`src/design/scwt_cfg.svh`:
```
//==============================================================
// Contract
// - 32-bit wait counter loads from four byte holds, counts down per unit
// - expiry raises an interrupt and locks receive and transmit
// - uart mode bit clear selects manual counter loading by software
// - manual mode: enable rising edge starts, falling edge stops the count
// - writing byte 2 copies all four timeout bytes into the hold word
// - uart mode and enable set: reload from hold at each start bit
// - automatic reload only if start comes within count plus one units
// - hold word is separate, so writes never disturb the running count
// - software activates; hardware deactivates on removal or supply loss
// - power-up is refused unless a card is present
// - cold start: reset low, io receiving, supply, clock; under 400 clocks
// - watch io for answer between 400 and 40000 clocks after reset release
// - warm reset drives card reset low at least 400 clocks, io receiving
// - supply-loss deactivation uses the same signal order as extraction
// - every enabled interrupt source merges into one active-high line until cleared
// - events during a flag read are deferred until the read ends
// - unit counter makes a single-cycle pulse from the card clock
//==============================================================
`ifndef SCWT_CFG_SVH
`define SCWT_CFG_SVH

`define WT_BYTE_LOAD 2'h2
`define WT_ZERO      32'h0000_0000
`define ETU_ONE      11'h001
`define COLD_RST_CLKS 16'h00c8
`define WARM_RST_CLKS 16'h0191
`define ATR_MIN_CLKS  16'h0190
`define ATR_MAX_CLKS  16'h9c40
`define SEQ_ONE      16'h0001
`define IRQ_WT       0
`define IRQ_CARD     1
`define IRQ_ATR      2
`define IRQ_N        3
`define PIN_CARD     0
`define PIN_SUPPLY   1
`define PIN_IO       2
`define PIN_N        3

`endif

```
`src/design/scwt_pkg.sv`:
```
package scwt_pkg;

   typedef enum logic [3:0]
   {
      PWR_OFF, PWR_VCC_UP, PWR_CLK_ON, PWR_ATR_WAIT, PWR_ACTIVE,
      PWR_WARM_LOW, PWR_DE_RST, PWR_DE_CLK, PWR_DE_IO, PWR_DE_VCC
   } scwt_pwr_state_t;

   typedef struct packed {
      logic       wr;
      logic [1:0] idx;
      logic [7:0] data;
   } scwt_byte_wr_t;

   typedef struct packed {
      logic vcc_en;
      logic clk;
      logic rst_n;
      logic io_out;
      logic io_oe_n;
   } scwt_card_pins_t;

   typedef struct packed {
      logic [31:0] count;
      logic        running;
      logic        lock;
      logic        card_in;
      logic        atr_seen;
   } scwt_status_t;

endpackage : scwt_pkg

```
`src/design/scwt_top.sv`:
```
`timescale 1ns/100ps
`include "scwt_cfg.svh"

module scwt_top
#(
   parameter logic [15:0] ATR_MAX_CLKS = `ATR_MAX_CLKS
)
(
   // clock and reset
   input  wire logic                    clk_i,
   input  wire logic                    reset_n_i,
   input  wire logic                    soft_reset_i,
   // control
   input  wire logic                    uart_mode_i,
   input  wire logic                    wait_timer_enable_i,
   input  wire logic                    card_det_sense_i,
   input  wire logic [10:0]             etu_div_i,
   input  wire scwt_pkg::scwt_byte_wr_t wt_byte_wr_i,
   input  wire logic                    start_bit_i,
   // activation commands
   input  wire logic                    cold_act_i,
   input  wire logic                    warm_rst_i,
   input  wire logic                    deact_i,
   // interrupt flags
   input  wire logic [`IRQ_N-1:0]       flag_enable_i,
   input  wire logic [`IRQ_N-1:0]       flag_clear_i,
   input  wire logic                    flag_read_i,
   output logic [`IRQ_N-1:0]            flags_o,
   output logic                         irq_o,
   // card pins
   input  wire logic                    card_present_i,
   input  wire logic                    supply_ok_i,
   input  wire logic                    card_io_i,
   output scwt_pkg::scwt_card_pins_t    card_pins_o,
   // unit pulse, lock and status
   output logic                         etu_pulse_o,
   output logic                         lock_o,
   output scwt_pkg::scwt_status_t       status_o
);

   //===========================================================
   // declarations
   logic [`PIN_N-1:0] sync1_r;
   logic [`PIN_N-1:0] sync2_r;
   logic              io_d_r;
   logic              card_in;
   logic              card_in_d_r;
   logic              io_fall;
   logic [7:0]        byte_r [4];
   logic [31:0]       hold_r;
   logic [31:0]       cnt_r;
   logic              run_r;
   logic              lock_r;
   logic              wait_timer_enable_d_r;
   logic              wait_timer_enable_rise;
   logic              wait_timer_enable_fall;
   logic              auto_load;
   logic              expire;
   logic              cclk_r;
   logic              clk_run;
   logic              cc_tick;
   logic [10:0]       etu_cnt_r;
   logic              etu_r;
   logic [15:0]       seq_cnt_r;
   logic              atr_seen_r;
   logic              atr_tmo;
   logic              lost;
   scwt_pkg::scwt_pwr_state_t state_r;
   scwt_pkg::scwt_pwr_state_t state_nxt;
   logic [3:0]        pins_r;
   logic [3:0]        pins_nxt;
   logic [`IRQ_N-1:0] ev;
   logic [`IRQ_N-1:0] flags_r;
   logic [`IRQ_N-1:0] flags_nxt;
   logic [`IRQ_N-1:0] pend_r;
   logic              irq_r;

   function automatic logic byte_hit(input scwt_pkg::scwt_byte_wr_t w,
                                     input logic [1:0] idx);
      byte_hit = w.wr && (w.idx == idx);
   endfunction : byte_hit

   function automatic logic is_deact(input scwt_pkg::scwt_pwr_state_t s);
      is_deact = (s == scwt_pkg::PWR_DE_RST) || (s == scwt_pkg::PWR_DE_CLK)
              || (s == scwt_pkg::PWR_DE_IO) || (s == scwt_pkg::PWR_DE_VCC);
   endfunction : is_deact

   //===========================================================
   // pin synchronisers
   genvar gi;
   generate
      for (gi = 0; gi < `PIN_N; gi++)
      begin : g_sync
         always_ff @(posedge clk_i or negedge reset_n_i)
         begin
            // idle levels: switch and io pulled high, supply off, so
            // no false edge after reset while the sense bit is clear; a closed-switch slot still
            // raises one card flag once the pin settles
            if (!reset_n_i)
            begin
               sync1_r[gi] <= (gi != `PIN_SUPPLY);
               sync2_r[gi] <= (gi != `PIN_SUPPLY);
            end
            else
            begin
               sync1_r[gi] <= (gi == `PIN_CARD) ? card_present_i :
                              (gi == `PIN_SUPPLY) ? supply_ok_i : card_io_i;
               sync2_r[gi] <= sync1_r[gi];
            end
         end
      end
   endgenerate

   // sense bit clear: pin high means no card
   assign card_in = sync2_r[`PIN_CARD] ^ ~card_det_sense_i;
   assign io_fall = io_d_r & ~sync2_r[`PIN_IO];

   always_ff @(posedge clk_i or negedge reset_n_i)
   begin
      if (!reset_n_i)
      begin
         io_d_r      <= 1'b1;
         card_in_d_r <= 1'b0;
      end
      else
      begin
         io_d_r      <= sync2_r[`PIN_IO];
         card_in_d_r <= card_in;
      end
   end

   //===========================================================
   // timeout bytes and hold word
   generate
      for (gi = 0; gi < 4; gi++)
      begin : g_byte
         always_ff @(posedge clk_i or negedge reset_n_i)
         begin
            if (!reset_n_i)
               byte_r[gi] <= 8'h00;
            else if (soft_reset_i)
               byte_r[gi] <= 8'h00;
            else if (byte_hit(wt_byte_wr_i, 2'(gi)))
               byte_r[gi] <= wt_byte_wr_i.data;
         end
      end
   endgenerate

   // byte 2 commits the word
   // hold is never the running count, so new limits wait for the next load
   always_ff @(posedge clk_i or negedge reset_n_i)
   begin
      if (!reset_n_i)
         hold_r <= `WT_ZERO;
      else if (soft_reset_i)
         hold_r <= `WT_ZERO;
      else if (byte_hit(wt_byte_wr_i, `WT_BYTE_LOAD))
         hold_r <= {byte_r[3], wt_byte_wr_i.data, byte_r[1], byte_r[0]};
   end

   //===========================================================
   // waiting-time counter
   assign wait_timer_enable_rise = wait_timer_enable_i & ~wait_timer_enable_d_r;
   assign wait_timer_enable_fall = ~wait_timer_enable_i & wait_timer_enable_d_r;
   // automatic load only in uart mode with enable set
   assign auto_load = uart_mode_i & wait_timer_enable_i & start_bit_i
                    & ~lock_r;
   // zero seen on a pulse means count plus one units passed
   assign expire = run_r & etu_r & (cnt_r == `WT_ZERO) & ~auto_load
                 & ~wait_timer_enable_rise;

   always_ff @(posedge clk_i or negedge reset_n_i)
   begin
      if (!reset_n_i)
         wait_timer_enable_d_r <= 1'b0;
      else
         wait_timer_enable_d_r <= wait_timer_enable_i;
   end

   // count down, hold zero after expiry
   always_ff @(posedge clk_i or negedge reset_n_i)
   begin
      if (!reset_n_i)
      begin
         cnt_r <= `WT_ZERO;
         run_r <= 1'b0;
      end
      else if (soft_reset_i)
      begin
         cnt_r <= `WT_ZERO;
         run_r <= 1'b0;
      end
      else if (wait_timer_enable_rise || auto_load)
      begin
         cnt_r <= hold_r;
         run_r <= 1'b1;
      end
      else if (wait_timer_enable_fall || expire)
         run_r <= 1'b0;
      else if (run_r && etu_r)
         cnt_r <= cnt_r - 32'h0000_0001;
   end

   always_ff @(posedge clk_i or negedge reset_n_i)
   begin
      if (!reset_n_i)
         lock_r <= 1'b0;
      else if (soft_reset_i || wait_timer_enable_rise || auto_load)
         lock_r <= 1'b0;
      else if (expire)
         lock_r <= 1'b1;
   end

   //===========================================================
   // card clock and unit counter
   // card clock is half the block clock, so only one tick per two edges
   assign clk_run = (state_r == scwt_pkg::PWR_CLK_ON)
                 || (state_r == scwt_pkg::PWR_ATR_WAIT)
                 || (state_r == scwt_pkg::PWR_ACTIVE)
                 || (state_r == scwt_pkg::PWR_WARM_LOW)
                 || (state_r == scwt_pkg::PWR_DE_RST);
   assign cc_tick = clk_run & ~cclk_r;

   always_ff @(posedge clk_i or negedge reset_n_i)
   begin
      if (!reset_n_i)
         cclk_r <= 1'b0;
      else
         cclk_r <= clk_run & ~cclk_r;
   end

   // one-cycle pulse every divisor card clocks
   always_ff @(posedge clk_i or negedge reset_n_i)
   begin
      if (!reset_n_i)
      begin
         etu_cnt_r <= 11'h000;
         etu_r     <= 1'b0;
      end
      else if (soft_reset_i)
      begin
         etu_cnt_r <= 11'h000;
         etu_r     <= 1'b0;
      end
      else
      begin
         etu_r <= 1'b0;
         if (cc_tick)
         begin
            if (etu_cnt_r + `ETU_ONE >= etu_div_i)
            begin
               etu_cnt_r <= 11'h000;
               etu_r     <= 1'b1;
            end
            else
               etu_cnt_r <= etu_cnt_r + `ETU_ONE;
         end
      end
   end

   //===========================================================
   // power sequencer
   assign lost = ~sync2_r[`PIN_SUPPLY] & (state_r != scwt_pkg::PWR_OFF)
               & (state_r != scwt_pkg::PWR_VCC_UP);
   assign atr_tmo = (state_r == scwt_pkg::PWR_ATR_WAIT) & cc_tick
                  & (seq_cnt_r == ATR_MAX_CLKS - `SEQ_ONE) & ~io_fall;

   always_comb
   begin
      state_nxt = state_r;
      case (state_r)
         scwt_pkg::PWR_OFF:
            if (cold_act_i && card_in)
               state_nxt = scwt_pkg::PWR_VCC_UP;
         scwt_pkg::PWR_VCC_UP:
            if (sync2_r[`PIN_SUPPLY])
               state_nxt = scwt_pkg::PWR_CLK_ON;
         // reset low for fewer than 400 clocks
         scwt_pkg::PWR_CLK_ON:
            if (cc_tick && seq_cnt_r == `COLD_RST_CLKS - `SEQ_ONE)
               state_nxt = scwt_pkg::PWR_ATR_WAIT;
         // answer accepted only inside the window
         scwt_pkg::PWR_ATR_WAIT:
            if ((io_fall && seq_cnt_r >= `ATR_MIN_CLKS) || atr_tmo)
               state_nxt = scwt_pkg::PWR_ACTIVE;
         scwt_pkg::PWR_ACTIVE:
            if (warm_rst_i)
               state_nxt = scwt_pkg::PWR_WARM_LOW;
         // warm reset low at least 400 clocks
         scwt_pkg::PWR_WARM_LOW:
            if (cc_tick && seq_cnt_r == `WARM_RST_CLKS - `SEQ_ONE)
               state_nxt = scwt_pkg::PWR_ATR_WAIT;
         scwt_pkg::PWR_DE_RST:
            if (cc_tick)
               state_nxt = scwt_pkg::PWR_DE_CLK;
         scwt_pkg::PWR_DE_CLK:
            state_nxt = scwt_pkg::PWR_DE_IO;
         scwt_pkg::PWR_DE_IO:
            state_nxt = scwt_pkg::PWR_DE_VCC;
         scwt_pkg::PWR_DE_VCC:
            state_nxt = scwt_pkg::PWR_OFF;
         default:
            state_nxt = scwt_pkg::PWR_OFF;
      endcase
      // removal, supply loss or command share one order
      if (state_r != scwt_pkg::PWR_OFF && !is_deact(state_r)
          && (deact_i || !card_in || lost))
         state_nxt = scwt_pkg::PWR_DE_RST;
   end

   always_ff @(posedge clk_i or negedge reset_n_i)
   begin
      if (!reset_n_i)
      begin
         state_r   <= scwt_pkg::PWR_OFF;
         seq_cnt_r <= 16'h0000;
      end
      else if (soft_reset_i)
      begin
         state_r   <= scwt_pkg::PWR_OFF;
         seq_cnt_r <= 16'h0000;
      end
      else
      begin
         state_r <= state_nxt;
         if (state_nxt != state_r)
            seq_cnt_r <= 16'h0000;
         else if (cc_tick)
            seq_cnt_r <= seq_cnt_r + `SEQ_ONE;
      end
   end

   // pins: vcc_en, rst_n, io_out, io_oe_n
   always_comb
   begin
      pins_nxt[3] = (state_nxt != scwt_pkg::PWR_OFF)
                 && (state_nxt != scwt_pkg::PWR_DE_VCC);
      pins_nxt[2] = (state_nxt == scwt_pkg::PWR_ATR_WAIT)
                 || (state_nxt == scwt_pkg::PWR_ACTIVE);
      pins_nxt[1] = 1'b0;
      pins_nxt[0] = (state_nxt != scwt_pkg::PWR_DE_IO)
                 && (state_nxt != scwt_pkg::PWR_DE_VCC);
   end

   always_ff @(posedge clk_i or negedge reset_n_i)
   begin
      if (!reset_n_i)
         pins_r <= 4'h1;
      else
         pins_r <= pins_nxt;
   end

   always_ff @(posedge clk_i or negedge reset_n_i)
   begin
      if (!reset_n_i)
         atr_seen_r <= 1'b0;
      else if (soft_reset_i || state_r != scwt_pkg::PWR_ATR_WAIT
               && state_nxt == scwt_pkg::PWR_ATR_WAIT)
         atr_seen_r <= 1'b0;
      else if (state_r == scwt_pkg::PWR_ATR_WAIT && io_fall
               && seq_cnt_r >= `ATR_MIN_CLKS)
         atr_seen_r <= 1'b1;
   end

   //===========================================================
   // interrupt flags
   assign ev[`IRQ_WT]   = expire;
   assign ev[`IRQ_CARD] = card_in ^ card_in_d_r;
   assign ev[`IRQ_ATR]  = atr_tmo;

   // set wins over clear; sets wait out a read
   always_comb
   begin
      flags_nxt = flags_r & ~flag_clear_i;
      if (!flag_read_i)
         flags_nxt = flags_nxt | ev | pend_r;
   end

   always_ff @(posedge clk_i or negedge reset_n_i)
   begin
      if (!reset_n_i)
      begin
         flags_r <= 3'h0;
         pend_r  <= 3'h0;
         irq_r   <= 1'b0;
      end
      else if (soft_reset_i)
      begin
         flags_r <= 3'h0;
         pend_r  <= 3'h0;
         irq_r   <= 1'b0;
      end
      else
      begin
         flags_r <= flags_nxt;
         pend_r  <= flag_read_i ? (pend_r | ev) : 3'h0;
         irq_r   <= |(flags_nxt & flag_enable_i);
      end
   end

   //===========================================================
   // outputs
   assign flags_o     = flags_r;
   assign irq_o       = irq_r;
   assign etu_pulse_o = etu_r;
   assign lock_o      = lock_r;
   assign card_pins_o = '{vcc_en: pins_r[3], clk: cclk_r,
                          rst_n: pins_r[2], io_out: pins_r[1],
                          io_oe_n: pins_r[0]};
   assign status_o    = '{count: cnt_r, running: run_r, lock: lock_r,
                          card_in: card_in, atr_seen: atr_seen_r};
endmodule : scwt_top

```
`config.mk`:
```
export PLATFORM = sky130hd
export DESIGN_NAME = scwt_top
export DESIGN_NICKNAME = d
export VERILOG_FILES = /design/src/design/scwt_pkg.sv /design/src/design/scwt_top.sv
export VERILOG_INCLUDE_DIRS = /design/src /design/src/design
export SDC_FILE = /design/constraint.sdc
export NUM_CORES = 1
export LEC_CHECK = 0
export BUFFER_PORTS_ARGS = -buffer_cell sky130_fd_sc_hd__buf_2
export CAP_MARGIN = 20
export CORE_AREA = 2 2 110 112
export CTS_BUF_LIST = sky130_fd_sc_hd__clkbuf_4
export CTS_CLUSTER_DIAMETER = 100
export CTS_CLUSTER_SIZE = 25
export DETAILED_ROUTE_END_ITERATION = 10
export DIE_AREA = 0 0 112 114
export PLACE_DENSITY = 0.95
export SLEW_MARGIN = 10
export SYNTH_ARGS = -nofsm -noshare
export SYNTH_HDL_FRONTEND = slang
export SYNTH_SLANG_ARGS = --single-unit
```
`constraint.sdc`:
```
create_clock -name clk_i -period 5.45 [get_ports clk_i]
set_clock_uncertainty 0.1 [all_clocks]
set_input_delay 0.2725 -clock clk_i [delete_from_list [all_inputs] [get_ports clk_i]]
set_output_delay 0.2725 -clock clk_i [all_outputs]
set_load 0.005 [all_outputs]
```
==> run metrics <==
layer with the highest usage=met2; dpl hpwl=about 11000 um; clock buffer depth=2; vias in the first global route=5898; root buffer cell=clkbuf_4; Synth Area per Inst=about 9.5 um2; Hold Startpoint=etu_div_i[10]; Pwr Density=297 nW/um2; setup TNS=0 ps; FP Rows=40; Post-Synthesis Net Count=between 800 and 900; RSZ-0062 raised after global routing=no; DRC=0; routed wire length=around 17000 um; vias per cell=approximately 6; first-pass GRT wire length=~29000 um; CP Capture Type=flop; Critical Path RT=~5900 ps; reg2reg start=cnt_r[13]; run status=finished clean; asr flop ratio synth=1.00; worst-margin pin slew=1070 ps; Netlist cell types=73; gpl congestion=0.978; largest net degree at the start of global routing=106; top achievable clock speed=~300 MHz; WL/cell=approximately 17 um; die width=112 um; clk sinks=between 100 and 150; Max Cap Viol=0; CTS H-tree depth=4; fin util=0.713; Die Y=approximately 110 um; Hold Path End=etu_pulse_o; Post-synth EDFFs=0; GR Util met1=0.359; worst-path fanout max=6; Syn Inst Count=slightly below 800; Pleak=between 3 and 4 nW; TritonCTS clock tree=done; initial antenna violation count=1; Tmin final=between 3000 and 4000 ps; Clock Pin Slew Worst Setup and Hold Paths=about 120 ps; global routing usage on met3=0.0563; crit path DAT=3760 ps; synthesized flop and latch total=143; Non-Filler Instances=a little over 1000; CP cell instances=or4_1 -> nor3_1 -> nand4_1 -> nor2_4 -> o21bai_1 -> a21oi_2 -> a21o_1 -> dlygate4sd3_1; Pins Over Slew Limit=0; Synth Warn #=0; type of the most critical hold path=primary input to flop; register area share after synthesis=0.489; Max IR drop VDD=roughly 0.22 mV; R2R depth=8; Layout area overhead=13.9%; effective utilization at floorplan=0.626; Crit-path slowest cell=or4_1; NumNets Final=around 900; port bufs=87; setup slack, reg-to-reg=2100 ps; Crit Reg-Reg Endpoint=irq_o; grt total ovfl=0; total number of vias=6217; Num CTS Buffers=17; Core ar.=11700 um2; Worst setup SP type=flop; final hold vios=0; Worst path max stage delay=~600 ps; Resize count post-CTS=0; ys flop type=dfrtp_1; setup repair bufs after CTS=0; Pre-antenna DRT Iters=8; Cells after DPL=966; later-pin clock latency in the skew report=~580 ps; area of the mapped netlist=~7300 um2; post-route ant nets=0; IO Pins=89; Max-slew headroom=0.288; share of layout cells above drive strength 1=0.173; gr usage total=0.282; worst hold stages=5; met2 Use GR=0.482; DIE AREA=about 13000 um2; Initial DRC Count=between 700 and 800; # setup viols final=0; Tcrit/Tclk final=0.614; Setup CP Type=flop to flop
-- power by group --
part | switching, mW | internal, mW | leakage, nW | total [mW]
clock | 0.391 | 0.313 | 0.137 | 0.704
sequential | 0.0744 | 1.12 | 1.93 | 1.20
combinational | 0.358 | 0.221 | 1.85 | 0.578
-- cell usage in the layout, fill, tap and decap left out, drive strengths merged, types with 25 or more instances in the layout --
| cell type | netlist | final |
|---|---|---|
| a211oi | 30 | 30 |
| xnor2 | 30 | 30 |
| inv | 25 | 26 |
| dfrtp | 137 | 137 |
| dlygate4sd3 | 0 | 27 |
| nand2 | 103 | 103 |
| a21oi | 47 | 47 |
| buf | 16 | 91 |
| nor2 | 107 | 107 |
| mux2i | 25 | 25 |
-- layout make-up --
cell class	count	area, um2
well taps	147	184
flip-flops and latches	143	3590
fillers	787	3360
diodes	1	2.50
repair buffers	118	752
inverters	25	93.8
clock buffers	17	128
multi-input cells	560	3440
clock inverters	14	169
-- cells in the mapped netlist (all sizes together), types with 3 or more instances --
library cell,n,share of area
nand3b,3,0.0031
a31oi,9,0.0077
nor2b,9,0.0077
clkbuf,25,0.014
inv,25,0.013
nand3,22,0.015
o22ai,3,0.0026
a211oi,30,0.031
xnor2,30,0.036
and3,15,0.013
and4,5,0.0060
o21ai,9,0.0077
or4,7,0.0092
nand2b,10,0.0085
nand4,8,0.0077
ha,15,0.026
nor3b,3,0.0031
nand2,103,0.053
or3,4,0.0041
nor4,11,0.011
mux2i,25,0.034
nor3,15,0.011
dfrtp,137,0.47
buf,16,0.016
a21o,6,0.0061
dfstp,6,0.021
xor2,21,0.025
a21oi,47,0.033
nor4b,3,0.0036
nor2,107,0.056
a32o,7,0.0096
or2,4,0.0034
-- state kept, by name, indices dropped and copies added (netlist names), 3 cells and up --
register	flops
flags_o	3
cnt_r	32
hold_r	32
pins_r	3
etu_cnt_r	11
sync2_r	3
sync1_r	3
seq_cnt_r	16
byte_r	24
state_r	4
pend_r	3
-- cell families (layout without fill, tap and decap cells) --
family	Yosys count	after routing	synth area share
fa+ha+maj	15	15	0.0256
flops	143	143	0.489
other cells	1	2	0.000511
compound gates	132	132	0.122
mux	25	25	0.0341
simple gates	336	336	0.225
buf+inv	66	174	0.0432
xor+xnor	51	51	0.0609
-- worst max-delay path: cells and delay by family, from the launching register on --
family / cells / cell delay [ps]
simple gates: 4 / 1790
compound gates: 3 / 420
buf+inv: 1 / 530
flops: 1 / 450
-- through the flow --
stage	power [mW]	setup WS, ps	hold WS [ps]	area, um2
4_1_cts	2.47	2150	31.3	8350
5_1_grt	2.60	2030	123	8350
3_5_place_dp	1.76	2430	249	7780
3_3_place_gp	1.74	2560	245	7770
2_1_floorplan	1.62	2710	-123	7330
6_report	2.48	2100	87.7	8350
-- how the worst max path moves through the flow --
stage          startpoint   endpoint  slack, ps  depth (start not counted)
2_1_floorplan   cnt_r[25]   cnt_r[4]       2710                          7
3_3_place_gp       lock_o  cnt_r[20]       2560                          7
6_report        cnt_r[13]      irq_o       2100                          8
5_1_grt         cnt_r[18]      irq_o       2030                          8
4_1_cts         cnt_r[25]      irq_o       2150                          8
3_5_place_dp       lock_o  cnt_r[20]       2430                          7
-- what timing repair did --
action | in CTS | in global routing
endpoints found under the hold margin | 143 | 0
hold buffers | 27 | 0
endpoints found under the setup margin | 0 | 0
-- routing by layer --
layer	vias up	part of all wire
li1	2873	-
met1	2983	0.40
met2	308	0.50
met3	53	0.070
met4	0	0.024
met5	-	0
(Power assumes the default switching activity.)
